`src/bmr_consts.vh`:
```
// Purpose: Constants for the bit manipulation and rotate-through-carry unit
// Assumes: Plain Verilog-2005, included by bare name
// Notes: Operation codes, size codes, field widths and reset values of the unit
// How it works
// - Rotate B/W/L one place through carry
// - Bit number from immediate or register
// - Force selected byte bit to one
// - Force selected byte bit to zero
// - Invert selected byte bit, write back
// - Carry ANDed with selected bit
// - Carry ANDed with inverted bit
// - Carry ORed with selected bit
// - Carry ORed with inverted bit
// - Inverted combines use immediate bit only
`ifndef BMR_CONSTS_VH
`define BMR_CONSTS_VH

// ----------------------------------------
// Operation codes
// ----------------------------------------
`define BMR_OP_ROTL 4'h0
`define BMR_OP_ROTR 4'h1
`define BMR_OP_FONE 4'h2
`define BMR_OP_FZERO 4'h3
`define BMR_OP_INV 4'h4
`define BMR_OP_PROBE 4'h5
`define BMR_OP_CAND 4'h6
`define BMR_OP_CANDI 4'h7
`define BMR_OP_COR 4'h8
`define BMR_OP_CORI 4'h9

// ----------------------------------------
// Operand sizes
// ----------------------------------------
`define BMR_SZ_BYTE 2'h0
`define BMR_SZ_WORD 2'h1
`define BMR_SZ_LONG 2'h2

// ----------------------------------------
// Field positions and reset values
// ----------------------------------------
`define BMR_BITNUM_W 3
`define BMR_BYTE_MSB 7
`define BMR_WORD_MSB 15
`define BMR_LONG_MSB 31
`define BMR_RST_DATA 32'h00000000
`define BMR_RST_FLAG 1'h0
`define BMR_RST_ADDR 16'h0000
`define BMR_RST_BYTE 8'h00
`define BMR_RST_OP 4'h0
`define BMR_RST_BIT 3'h0

`endif

```
`src/bmr_bit_alu.v`:
```
// Purpose: Combinational bit engine for one byte operand
// Assumes: Operation codes from the constants header
// Notes: No state; the top registers every result
`timescale 1ns/1ps
`default_nettype none
`include "bmr_consts.vh"

module bmr_bit_alu (
  input wire [3:0] opCode,
  input wire [7:0] byteIn,
  input wire [2:0] bitNum,
  input wire carryIn,
  output reg [7:0] byteOut,
  output reg carryOut,
  output reg zeroOut,
  output reg byteWrite,
  output reg carryWrite,
  output reg zeroWrite
);

  // Selected operand bit
  wire selBit;
  assign selBit = byteIn[bitNum];

  // ----------------------------------------
  // Bit operation decode
  // ----------------------------------------
  always @* begin
    byteOut = byteIn;
    carryOut = carryIn;
    zeroOut = 1'b0;
    byteWrite = 1'b0;
    carryWrite = 1'b0;
    zeroWrite = 1'b0;
    case (opCode)
      `BMR_OP_FONE: begin
        byteOut[bitNum] = 1'b1;
        byteWrite = 1'b1;
      end
      `BMR_OP_FZERO: begin
        byteOut[bitNum] = 1'b0;
        byteWrite = 1'b1;
      end
      `BMR_OP_INV: begin
        byteOut[bitNum] = ~selBit;
        byteWrite = 1'b1;
      end
      `BMR_OP_PROBE: begin
        // Operand untouched, only Z moves
        zeroOut = ~selBit;
        zeroWrite = 1'b1;
      end
      `BMR_OP_CAND: begin
        carryOut = carryIn & selBit;
        carryWrite = 1'b1;
      end
      `BMR_OP_CANDI: begin
        carryOut = carryIn & ~selBit;
        carryWrite = 1'b1;
      end
      `BMR_OP_COR: begin
        carryOut = carryIn | selBit;
        carryWrite = 1'b1;
      end
      `BMR_OP_CORI: begin
        carryOut = carryIn | ~selBit;
        carryWrite = 1'b1;
      end
      default: begin
        // Rotates and unknown codes: nothing here
        byteOut = byteIn;
      end
    endcase
  end

endmodule
`default_nettype wire

```
`src/bmr_unit.v`:
```
// Purpose: Bit manipulation and rotate-through-carry execution unit
// Assumes: Decoder holds operands stable while opValid is high
// Notes: One registered result per accepted operation; memory bytes
//   are read through a request/answer pair before write-back
//   Busy refuses new requests until the read answer arrives
`timescale 1ns/1ps
`default_nettype none
`include "bmr_consts.vh"

module bmr_unit (
  input wire clk_sys,
  input wire sys_rst,
  input wire opValid,
  input wire [3:0] opCode,
  input wire [1:0] opSize,
  input wire opIsMem,
  input wire useRegBitNum,
  input wire [2:0] immBitNum,
  input wire [31:0] bitNumReg,
  input wire [31:0] regOperand,
  input wire [15:0] memAddr,
  input wire carryIn,
  input wire memRdValid,
  input wire [7:0] memRdData,
  output reg opBusy_r,
  output reg opDone_r,
  output reg [31:0] regResult_r,
  output reg regWrite_r,
  output reg carryResult_r,
  output reg carryWrite_r,
  output reg zeroResult_r,
  output reg zeroWrite_r,
  output reg memRdReq_r,
  output reg memWrReq_r,
  output reg [15:0] memAddr_r,
  output reg [7:0] memWrData_r
);

  // ----------------------------------------
  // State machine codes
  // ----------------------------------------
  localparam ST_IDLE = 2'h0;
  localparam ST_MEMRD = 2'h1;

  reg [1:0] state_r; // Current state
  reg [1:0] stateNxt; // Next state
  reg [3:0] heldOp_r; // Opcode kept across a memory read
  reg [2:0] heldBit_r; // Bit number kept across a memory read
  reg heldCarry_r; // Carry kept across a memory read

  // ----------------------------------------
  // Rotate helper: one place through carry
  // ----------------------------------------
  // Byte and word results clear the upper bits, trading register
  // merge logic for a simpler datapath; carry out rides in bit 32
  function [32:0] rotThruCarry;
    input [31:0] val;
    input [1:0] sz;
    input dirRight;
    input cin;
    reg [32:0] res;
    begin
      res = {1'b0, val};
      case (sz)
        `BMR_SZ_BYTE: begin
          if (dirRight) res = {val[0], 24'h000000, cin, val[7:1]};
          else res = {val[7], 24'h000000, val[6:0], cin};
        end
        `BMR_SZ_WORD: begin
          if (dirRight) res = {val[0], 16'h0000, cin, val[15:1]};
          else res = {val[15], 16'h0000, val[14:0], cin};
        end
        default: begin
          if (dirRight) res = {val[0], cin, val[31:1]};
          else res = {val[31], val[30:0], cin};
        end
      endcase
      rotThruCarry = res;
    end
  endfunction

  // ----------------------------------------
  // Bit number selection
  // ----------------------------------------
  // Inverted combines ignore the register source entirely
  wire invCombine;
  assign invCombine = (opCode == `BMR_OP_CANDI) || (opCode == `BMR_OP_CORI);
  wire [2:0] bitSel;
  assign bitSel = (useRegBitNum && !invCombine) ? bitNumReg[2:0] : immBitNum;

  // Accepted operation and its kind
  // New work is refused while a memory read is open
  wire accept;
  assign accept = opValid && (state_r == ST_IDLE);
  // Rotates never take the memory path, even with opIsMem set
  wire isRotate;
  assign isRotate = (opCode == `BMR_OP_ROTL) || (opCode == `BMR_OP_ROTR);

  // ----------------------------------------
  // Bit engine on register or memory byte
  // ----------------------------------------
  wire inMem;
  assign inMem = (state_r == ST_MEMRD);
  wire [3:0] aluOp;
  assign aluOp = inMem ? heldOp_r : opCode;
  wire [7:0] aluByte;
  assign aluByte = inMem ? memRdData : regOperand[7:0];
  wire [2:0] aluBit;
  assign aluBit = inMem ? heldBit_r : bitSel;
  wire aluCin;
  assign aluCin = inMem ? heldCarry_r : carryIn;
  wire [7:0] aluByteOut;
  wire aluCout, aluZout, aluByteWr, aluCarryWr, aluZeroWr;

  // One bit engine serves register bytes and memory bytes alike
  bmr_bit_alu uAlu (
    .opCode(aluOp),
    .byteIn(aluByte),
    .bitNum(aluBit),
    .carryIn(aluCin),
    .byteOut(aluByteOut),
    .carryOut(aluCout),
    .zeroOut(aluZout),
    .byteWrite(aluByteWr),
    .carryWrite(aluCarryWr),
    .zeroWrite(aluZeroWr)
  );

  // Rotate result: carry out in bit 32, register value below
  wire [32:0] rotRes;
  assign rotRes = rotThruCarry(regOperand, opSize, opCode == `BMR_OP_ROTR, carryIn);

  // ----------------------------------------
  // Next state
  // ----------------------------------------
  always @* begin
    stateNxt = state_r;
    case (state_r)
      ST_IDLE: begin
        // Memory operand needs its byte first
        if (accept && opIsMem && !isRotate) stateNxt = ST_MEMRD;
      end
      ST_MEMRD: begin
        // No time limit: only the answer or a reset leaves this state
        if (memRdValid) stateNxt = ST_IDLE;
      end
      default: begin
        stateNxt = ST_IDLE;
      end
    endcase
  end

  // ----------------------------------------
  // Registered results and memory requests
  // ----------------------------------------
  always @(posedge clk_sys) begin
    if (sys_rst) begin
      // Every output and held field back to its idle value
      state_r <= ST_IDLE;
      heldOp_r <= `BMR_RST_OP;
      heldBit_r <= `BMR_RST_BIT;
      heldCarry_r <= `BMR_RST_FLAG;
      opBusy_r <= 1'b0;
      opDone_r <= 1'b0;
      regResult_r <= `BMR_RST_DATA;
      regWrite_r <= 1'b0;
      carryResult_r <= `BMR_RST_FLAG;
      carryWrite_r <= 1'b0;
      zeroResult_r <= `BMR_RST_FLAG;
      zeroWrite_r <= 1'b0;
      memRdReq_r <= 1'b0;
      memWrReq_r <= 1'b0;
      memAddr_r <= `BMR_RST_ADDR;
      memWrData_r <= `BMR_RST_BYTE;
    end else begin
      state_r <= stateNxt;
      // Pulses default low
      opDone_r <= 1'b0;
      regWrite_r <= 1'b0;
      carryWrite_r <= 1'b0;
      zeroWrite_r <= 1'b0;
      memRdReq_r <= 1'b0;
      memWrReq_r <= 1'b0;
      opBusy_r <= (stateNxt != ST_IDLE);
      if (accept && isRotate) begin
        // Rotates act on registers only
        regResult_r <= rotRes[31:0];
        carryResult_r <= rotRes[32];
        regWrite_r <= 1'b1;
        carryWrite_r <= 1'b1;
        opDone_r <= 1'b1;
      end else if (accept && opIsMem) begin
        // Hold the operation and ask for the byte
        heldOp_r <= opCode;
        heldBit_r <= bitSel;
        // Carry frozen now, so the late answer combines the old flag
        heldCarry_r <= carryIn;
        memAddr_r <= memAddr;
        memRdReq_r <= 1'b1;
      end else if (accept) begin
        // Register byte: upper bits pass untouched
        regResult_r <= {regOperand[31:8], aluByteOut};
        regWrite_r <= aluByteWr;
        carryResult_r <= aluCout;
        carryWrite_r <= aluCarryWr;
        zeroResult_r <= aluZout;
        zeroWrite_r <= aluZeroWr;
        opDone_r <= 1'b1;
      end else if (inMem && memRdValid) begin
        // Whole byte written back at the same address
        memWrData_r <= aluByteOut;
        // Probe and carry ops only read; their write strobe stays low
        memWrReq_r <= aluByteWr;
        carryResult_r <= aluCout;
        carryWrite_r <= aluCarryWr;
        zeroResult_r <= aluZout;
        zeroWrite_r <= aluZeroWr;
        opDone_r <= 1'b1;
      end
    end
  end

endmodule
`default_nettype wire

```
`config.mk`:
```
export PLATFORM = sky130hd
export DESIGN_NAME = bmr_unit
export DESIGN_NICKNAME = d
export VERILOG_FILES = /design/src/bmr_bit_alu.v /design/src/bmr_unit.v
export VERILOG_INCLUDE_DIRS = /design/src
export SDC_FILE = /design/constraint.sdc
export NUM_CORES = 1
export LEC_CHECK = 0
export BUFFER_PORTS_ARGS = -buffer_cell sky130_fd_sc_hd__buf_2
export CAP_MARGIN = 40
export CORE_MARGIN = 5
export CORE_UTILIZATION = 52
export DETAILED_ROUTE_END_ITERATION = 7
export PLACE_DENSITY = 0.84
export RECOVER_POWER = 100
export SYNTH_ARGS = -nofsm -noshare
export SYNTH_HDL_FRONTEND = slang
export SYNTH_SLANG_ARGS = --single-unit
```
`constraint.sdc`:
```
create_clock -name clk_sys -period 7.4 [get_ports clk_sys]
set_input_delay 1.11 -clock clk_sys [delete_from_list [all_inputs] [get_ports clk_sys]]
set_output_delay 1.11 -clock clk_sys [all_outputs]
set_load 0.02 [all_outputs]
```
# Yosys cells after proc, flatten, opt, wreduce, memory -nomap -nowiden
# Index checks and enable logic that the tools add are counted.
[op_classes]
n_reduce_logical = 28
mux = 46
eq_ne = 14
n_bitwise = 12
magnitude_cmp = 2
[op_table]
columns = ["op", "count"]
rows = [
  ["$mux 33", 3],
  ["$mux 32", 3],
  ["$pmux 33 s2", 1],
  ["$mux 1", 27],
  ["$pmux 8 s3", 1],
  ["$eq 4x3->1 const B", 5],
  ["$eq 4x4->1 const B", 3],
  ["$and 8x8->8", 1],
  ["$bwmux 8", 1],
  ["$eq 4x2->1 const B", 2],
  ["$mux 8", 1],
  ["$not 8->8", 1],
  ["$or 8x8->8", 1],
  ["$logic_and 1x1->1", 7],
  ["$mux 3", 2],
  ["$reduce_and 2->1", 3],
  ["$reduce_bool 2->1", 3],
  ["$reduce_or 3->1", 2],
  ["$not 1->1", 5],
  ["$reduce_or 5->1", 1],
  ["$eq 2x1->1 const B", 2],
  ["$eq 4x1->1 const B", 1],
  ["$logic_not 2->1", 2],
  ["$logic_not 4->1", 1],
  ["other kinds (18)", 23],
]
[word_totals]
input_bits = 104
register_bits = 75
wordCells = 118
output_inout_bits = 65

# Logic depth before layout (Yosys ltp)
[depth]
ltp_word = 16
ltp_mapped = 10
mapped_depth_nobuf = 8

# By module
# From an unflattened synthesis, not the netlist that was laid out.
[hier_totals]
cells_unflattened = 490
hier_area_um2 = 4155.2
[by_module_without_submodules]
columns = ["mod", "seq_area_each_um2", "area_per_inst_um2", "instances", "cells_each"]
rows = [
  ["bmr_unit", 1501.4, 3777.4, 1, 439],
  ["bmr_bit_alu", 0.0, 377.9, 1, 51],
]

# Least setup slack after synthesis
# No wires, ideal clock.
[synth_timing]
kind = "input to register"
start = "input opCode[0]"
end = "register regResult_r[2]"
required_ns = 7.261
path_slack_ns = 4.206
path_buffers = 1
arrival_ns = 3.054
setup_time_ns = 0.139
cell_stages = 9
path_cell_list = "buf_2 nand4bb_1 nand3_1 mux2_2 mux2_2 mux2i_1 mux2_4 o21ai_4 o41ai_2"
[synth_via]
elab_chain_cells = 16
word_cells_on_any_way = 38
classes_between = "order compare (2); eq/ne (7); mux (16); bitwise (4); reduce/logical (9)"
[synth_rtl]
columns = ["element", "line_no", "source"]
rows = [
  ["start, declared", "bmr_unit.v:14", "input wire [3:0] opCode,"],
  ["$eq 4x3->1 (no line) or $eq 4x4->1 (tied branches)", "-", ""],
  ["$logic_or 1x1->1", "bmr_unit.v:87", "assign invCombine = (opCode == `BMR_OP_CANDI) || (opCode == `BMR_OP_CORI);"],
  ["$logic_not 1->1", "bmr_unit.v:89", "assign bitSel = (useRegBitNum && !invCombine) ? bitNumReg[2:0] : immBitNum;"],
  ["$logic_and 1x1->1", "bmr_unit.v:89", ""],
  ["$mux 3", "bmr_unit.v:89", ""],
  ["$mux 3", "bmr_unit.v:109", "assign aluBit = inMem ? heldBit_r : bitSel;"],
  ["$lt 3x4->1 (implied by the code) or $ge 3x1->1 (tied branches)", "bmr_bit_alu.v:37, bmr_bit_alu.v:41, bmr_bit_alu.v:45", ""],
  ["$logic_and 1x1->1 (implied by the code)", "bmr_bit_alu.v:37, bmr_bit_alu.v:41, bmr_bit_alu.v:45", ""],
  ["$mux 1 (implied by the code)", "bmr_bit_alu.v:37, bmr_bit_alu.v:41, bmr_bit_alu.v:45", ""],
  ["$demux 1 s3", "-", ""],
  ["$not 8->8 (no line)", "-", ""],
  ["$and 8x8->8 (no line)", "-", ""],
  ["$pmux 8 s3", "bmr_bit_alu.v:35", "case (opCode)"],
  ["$mux 32", "bmr_unit.v:200", "end else if (accept) begin"],
  ["$mux 32", "bmr_unit.v:192", "end else if (accept && opIsMem) begin"],
  ["$mux 32", "bmr_unit.v:185", "if (accept && isRotate) begin"],
  ["end signal, assigned", "bmr_unit.v:165", "regResult_r <= `BMR_RST_DATA;"],
  ["end signal, assigned", "bmr_unit.v:187", "regResult_r <= rotRes[31:0];"],
  ["end signal, assigned", "bmr_unit.v:202", "regResult_r <= {regOperand[31:8], aluByteOut};"],
  ["end, declared", "bmr_unit.v:27", "output reg [31:0] regResult_r,"],
]
# Several ways; a longest one is shown, not always the timed one. The select of a mux whose other input is x is not followed.
# A chain may end at the register's enable or synchronous reset.

==> summary.md <==
| Metric | Value |
|---|---|
| Status | `finished with violations` |
| Failing checks | `max-capacitance violations, max-slew violations` |
| Die X | `98.96 um` |
| Mux contribution to synthesized area | `0.08088` |
| Total global routing track utilization | `0.2452` |
| Ys Warns | `0` |
| Uppermost layer routed | `met4` |
| Hpwl dp | `8.753 mm` |
| Post-Synth Adder-Cell Area | `0` |
| Placer Congestion | `0.9047` |
| CP arrival | `4.55 ns` |
| Mapped Cells | `555` |
| Worst hold margin | `0.4557 ns` |
| Seq/Total Area, Yosys | `0.3649` |
| Largest family of logic cells by synthesized area | `simple AND/OR/NAND/NOR gates` |
| Total Routed Length | `12.40 mm` |
| Vias | `4472` |
| Vias per cell | `5.711` |
| Initial Util | `0.5325` |
| Dpl cell area | `0.004850 sq mm` |
| Worst Max-Slew Pin Slew | `3.043 ns` |
| Unique masters post-synth | `44` |
| Footprint of the multi-input gates | `0.002412 sq mm` |
| Peak supply drop | `142.0 uV` |
| CP Max Fanout | `67` |
| First DRT Iteration DRCs | `304` |
| Final setup TNS | `0 ns` |
| Met3 WL | `1.219 mm` |
| CTS root buffer | `clkbuf_8` |
| Core footprint | `0.007727 sq mm` |
| Final hold vios | `0` |
| Filler cells | `732` |
| Post-place setup slack | `3.592 ns` |
| First-pass GRT wire length | `19.89 mm` |
| Met2 wire length | `5.883 mm` |
| Residual DRC | `0` |
| RR Startpoint | `state_r[1]` |
| Synth top area cells | `dfxtp_1 (36%), nand2_1 (12%), a21oi_1 (10%)` |
| Xor/xnor share of the synthesized area | `0.002128` |
| Setup bufs post-CTS | `0` |
| Top FF cell, synth | `dfxtp_1` |
| Vias in the first global route | `4288` |
| Yosys reg bits | `75` |
| Overflow after GRT | `0` |
| DRT Pass-1 Iters | `5` |
| Synth area leader | `dfxtp_1` |
| Critical Setup Path Class | `input pin to flip-flop` |
| Max-slew violation count | `68` |
| Pin count of the biggest net entering global routing | `68` |
| Rel. slew slack | `-1.028` |
| CTS tree | `yes` |
| Post-synth top area share | `0.3649` |
| Setup Skew | `0.007727 ns` |
| Setup crit start kind | `input pin` |
| Register area | `0.001501 sq mm` |
| CP Capture Type | `flip-flop` |
| Num rows | `32` |
| PD cells | `190.8 mW/mm^2` |
| Crit path required time | `7.62 ns` |
| Post-synthesis compound-gate area fraction | `0.2542` |
| Synth Cell Area | `0.004115 sq mm` |
| Clk pin slew, worst setup/hold paths | `0.09 ns` |
| RSZ-0062 raised after global routing | `false` |
| Die footprint | `0.009793 sq mm` |
| TritonCTS Buffers | `9` |
| Layout Nets | `780` |
| Max Clock Freq | `231.3 MHz` |
| Final period utilization | `0.5842` |
| Design area | `0.004917 sq mm` |
| PnR worst setup slack | `3.077 ns` |
| Routed length on met1 | `5.102 mm` |
| Share of layout cells above drive strength 1 | `0.1527` |
| Synth async-reset ratio | `0` |
| Buffer depth of the longest clock path | `2` |
| CP startpoint | `sys_rst` |
| Post-cts sizing count | `0` |
| Post-Synth Simple-Gate Area | `0.2603` |
| H-tree depth | `3` |
| Initial antenna violation count | `0` |
| Synth-to-layout area growth | `19.49%` |
| Hold buffers post-CTS | `0` |
| Ports | `169` |
| Hold Path Class | `flip-flop to flip-flop` |
| Hold Path Origin | `memAddr_r[4]` |
| Post-route ant nets | `0` |
| Mapped Nets | `659` |
| Clk Latency, worst-skew pair | `0.36 ns` |
| Clock sink count | `75` |
| Setup violators final | `0` |
| Leak Pwr | `0.001959 uW` |
| Wire per inst | `15.84 um` |
| Number of flops mapped to enable cells by yosys | `0` |
| Fin crit period | `4.323 ns` |
| Max Cap Viol | `1` |
| Final antenna diode count | `0` |
| IO buf count | `139` |
| Chip Height | `98.96 um` |
| Mapped Avg Cell Area | `7.415 sq um` |
## placed cells by master, fill, tap and decap left out, types with 2 or more instances in the layout
cell type / Yosys / final
dfxtp_1: 75 / 75
o21a_1: 2 / 2
nand3_1: 3 / 3
nor2b_1: 3 / 3
nor3_1: 20 / 20
nor3b_1: 2 / 2
clkbuf_8: 0 / 9
inv_1: 2 / 2
a32oi_1: 2 / 2
a211oi_1: 3 / 3
mux2i_1: 28 / 28
a21oi_1: 86 / 86
a21o_1: 9 / 9
mux2_2: 2 / 2
buf_2: 4 / 73
buf_4: 0 / 4
nand2b_1: 14 / 14
o41ai_1: 0 / 7
and2_0: 1 / 2
o21ai_0: 11 / 11
clkbuf_1: 26 / 67
inv_6: 0 / 3
mux2_4: 2 / 2
clkinvlp_4: 0 / 2
o22ai_1: 7 / 7
o31ai_1: 17 / 17
nand2_1: 133 / 133
o31a_1: 8 / 8
o21ai_4: 2 / 2
nor2_1: 64 / 63
## through the flow
step	std cells	total power [uW]	util
floorplan	555	549.4	-
global placement	766	606.7	0.6256
detailed placement	767	612.3	0.6276
CTS	783	946.5	0.6543
global route	783	978.8	0.6363
finish	783	938.1	0.6363
## metal layers
metal  global-route usage  up-vias
li1                     -     2172
met2               0.4003      199
met4              0.08193        0
met3              0.07502       23
met1               0.3075     2078
met5                    0        -
## worst paths after layout
check	endpoint	slack [ns]	cells past startpoint
min	memAddr_r[4]	0.46	2
max reg2reg	memWrData_r[3]	4.24	8
min reg2reg	memAddr_r[4]	0.46	2
max	memWrData_r[7]	3.08	5
## cells in the mapped netlist (7+ instances only)
| library cell | count |
|---|---|
| nand2_1 | 133 |
| mux2i_1 | 28 |
| o31a_1 | 8 |
| nor3_1 | 20 |
| o21ai_0 | 11 |
| a21oi_1 | 86 |
| a21o_1 | 9 |
| nand2b_1 | 14 |
| nor2_1 | 64 |
| o41ai_2 | 7 |
| o22ai_1 | 7 |
| clkbuf_1 | 26 |
| dfxtp_1 | 75 |
| o31ai_1 | 17 |
## state kept, by name (all words and copies together), names as in the netlist
signal,flops
heldCarry_r,1
heldBit_r,3
opDone_r,1
memAddr_r,16
memWrReq_r,1
carryResult_r,1
state_r,2
carryWrite_r,1
regResult_r,32
regWrite_r,1
zeroResult_r,1
heldOp_r,4
zeroWrite_r,1
opBusy_r,1
memRdReq_r,1
memWrData_r,8
## power by group
part / leakage (uW) / internal [uW] / total, uW / switching, uW
clock: 0.0000988 / 162 / 338 / 177
sequential: 0.000610 / 419 / 428 / 9.08
combinational: 0.00125 / 62.9 / 171 / 108
total: 0.00196 / 644 / 938 / 294
## kinds of logic (layout without fill, tap and decap cells)
group,count (synthesis),after routing
compound gates,158,158
xor+xnor,1,1
buf+inv,37,163
flops,75,75
mux,32,32
other cells,1,1
simple gates,251,251
## worst max-delay path, stage by stage
cell and delay, ns:
buf_2 0.07, clkbuf_1 2.12, a21oi_1 0.74, a21oi_1 0.39
o31ai_1 0.10
## cell type report
cell class / instances / share of cell area
Multi-Input combinational cell: 443 / 0.4906
Tap cell: 102 / 0.02595
Sequential cell: 75 / 0.3053
Clock buffer: 9 / 0.02519
Inverter: 2 / 0.001527
Clock inverter: 7 / 0.01679
Timing Repair Buffer: 145 / 0.1346
(Power assumes the default switching activity.)
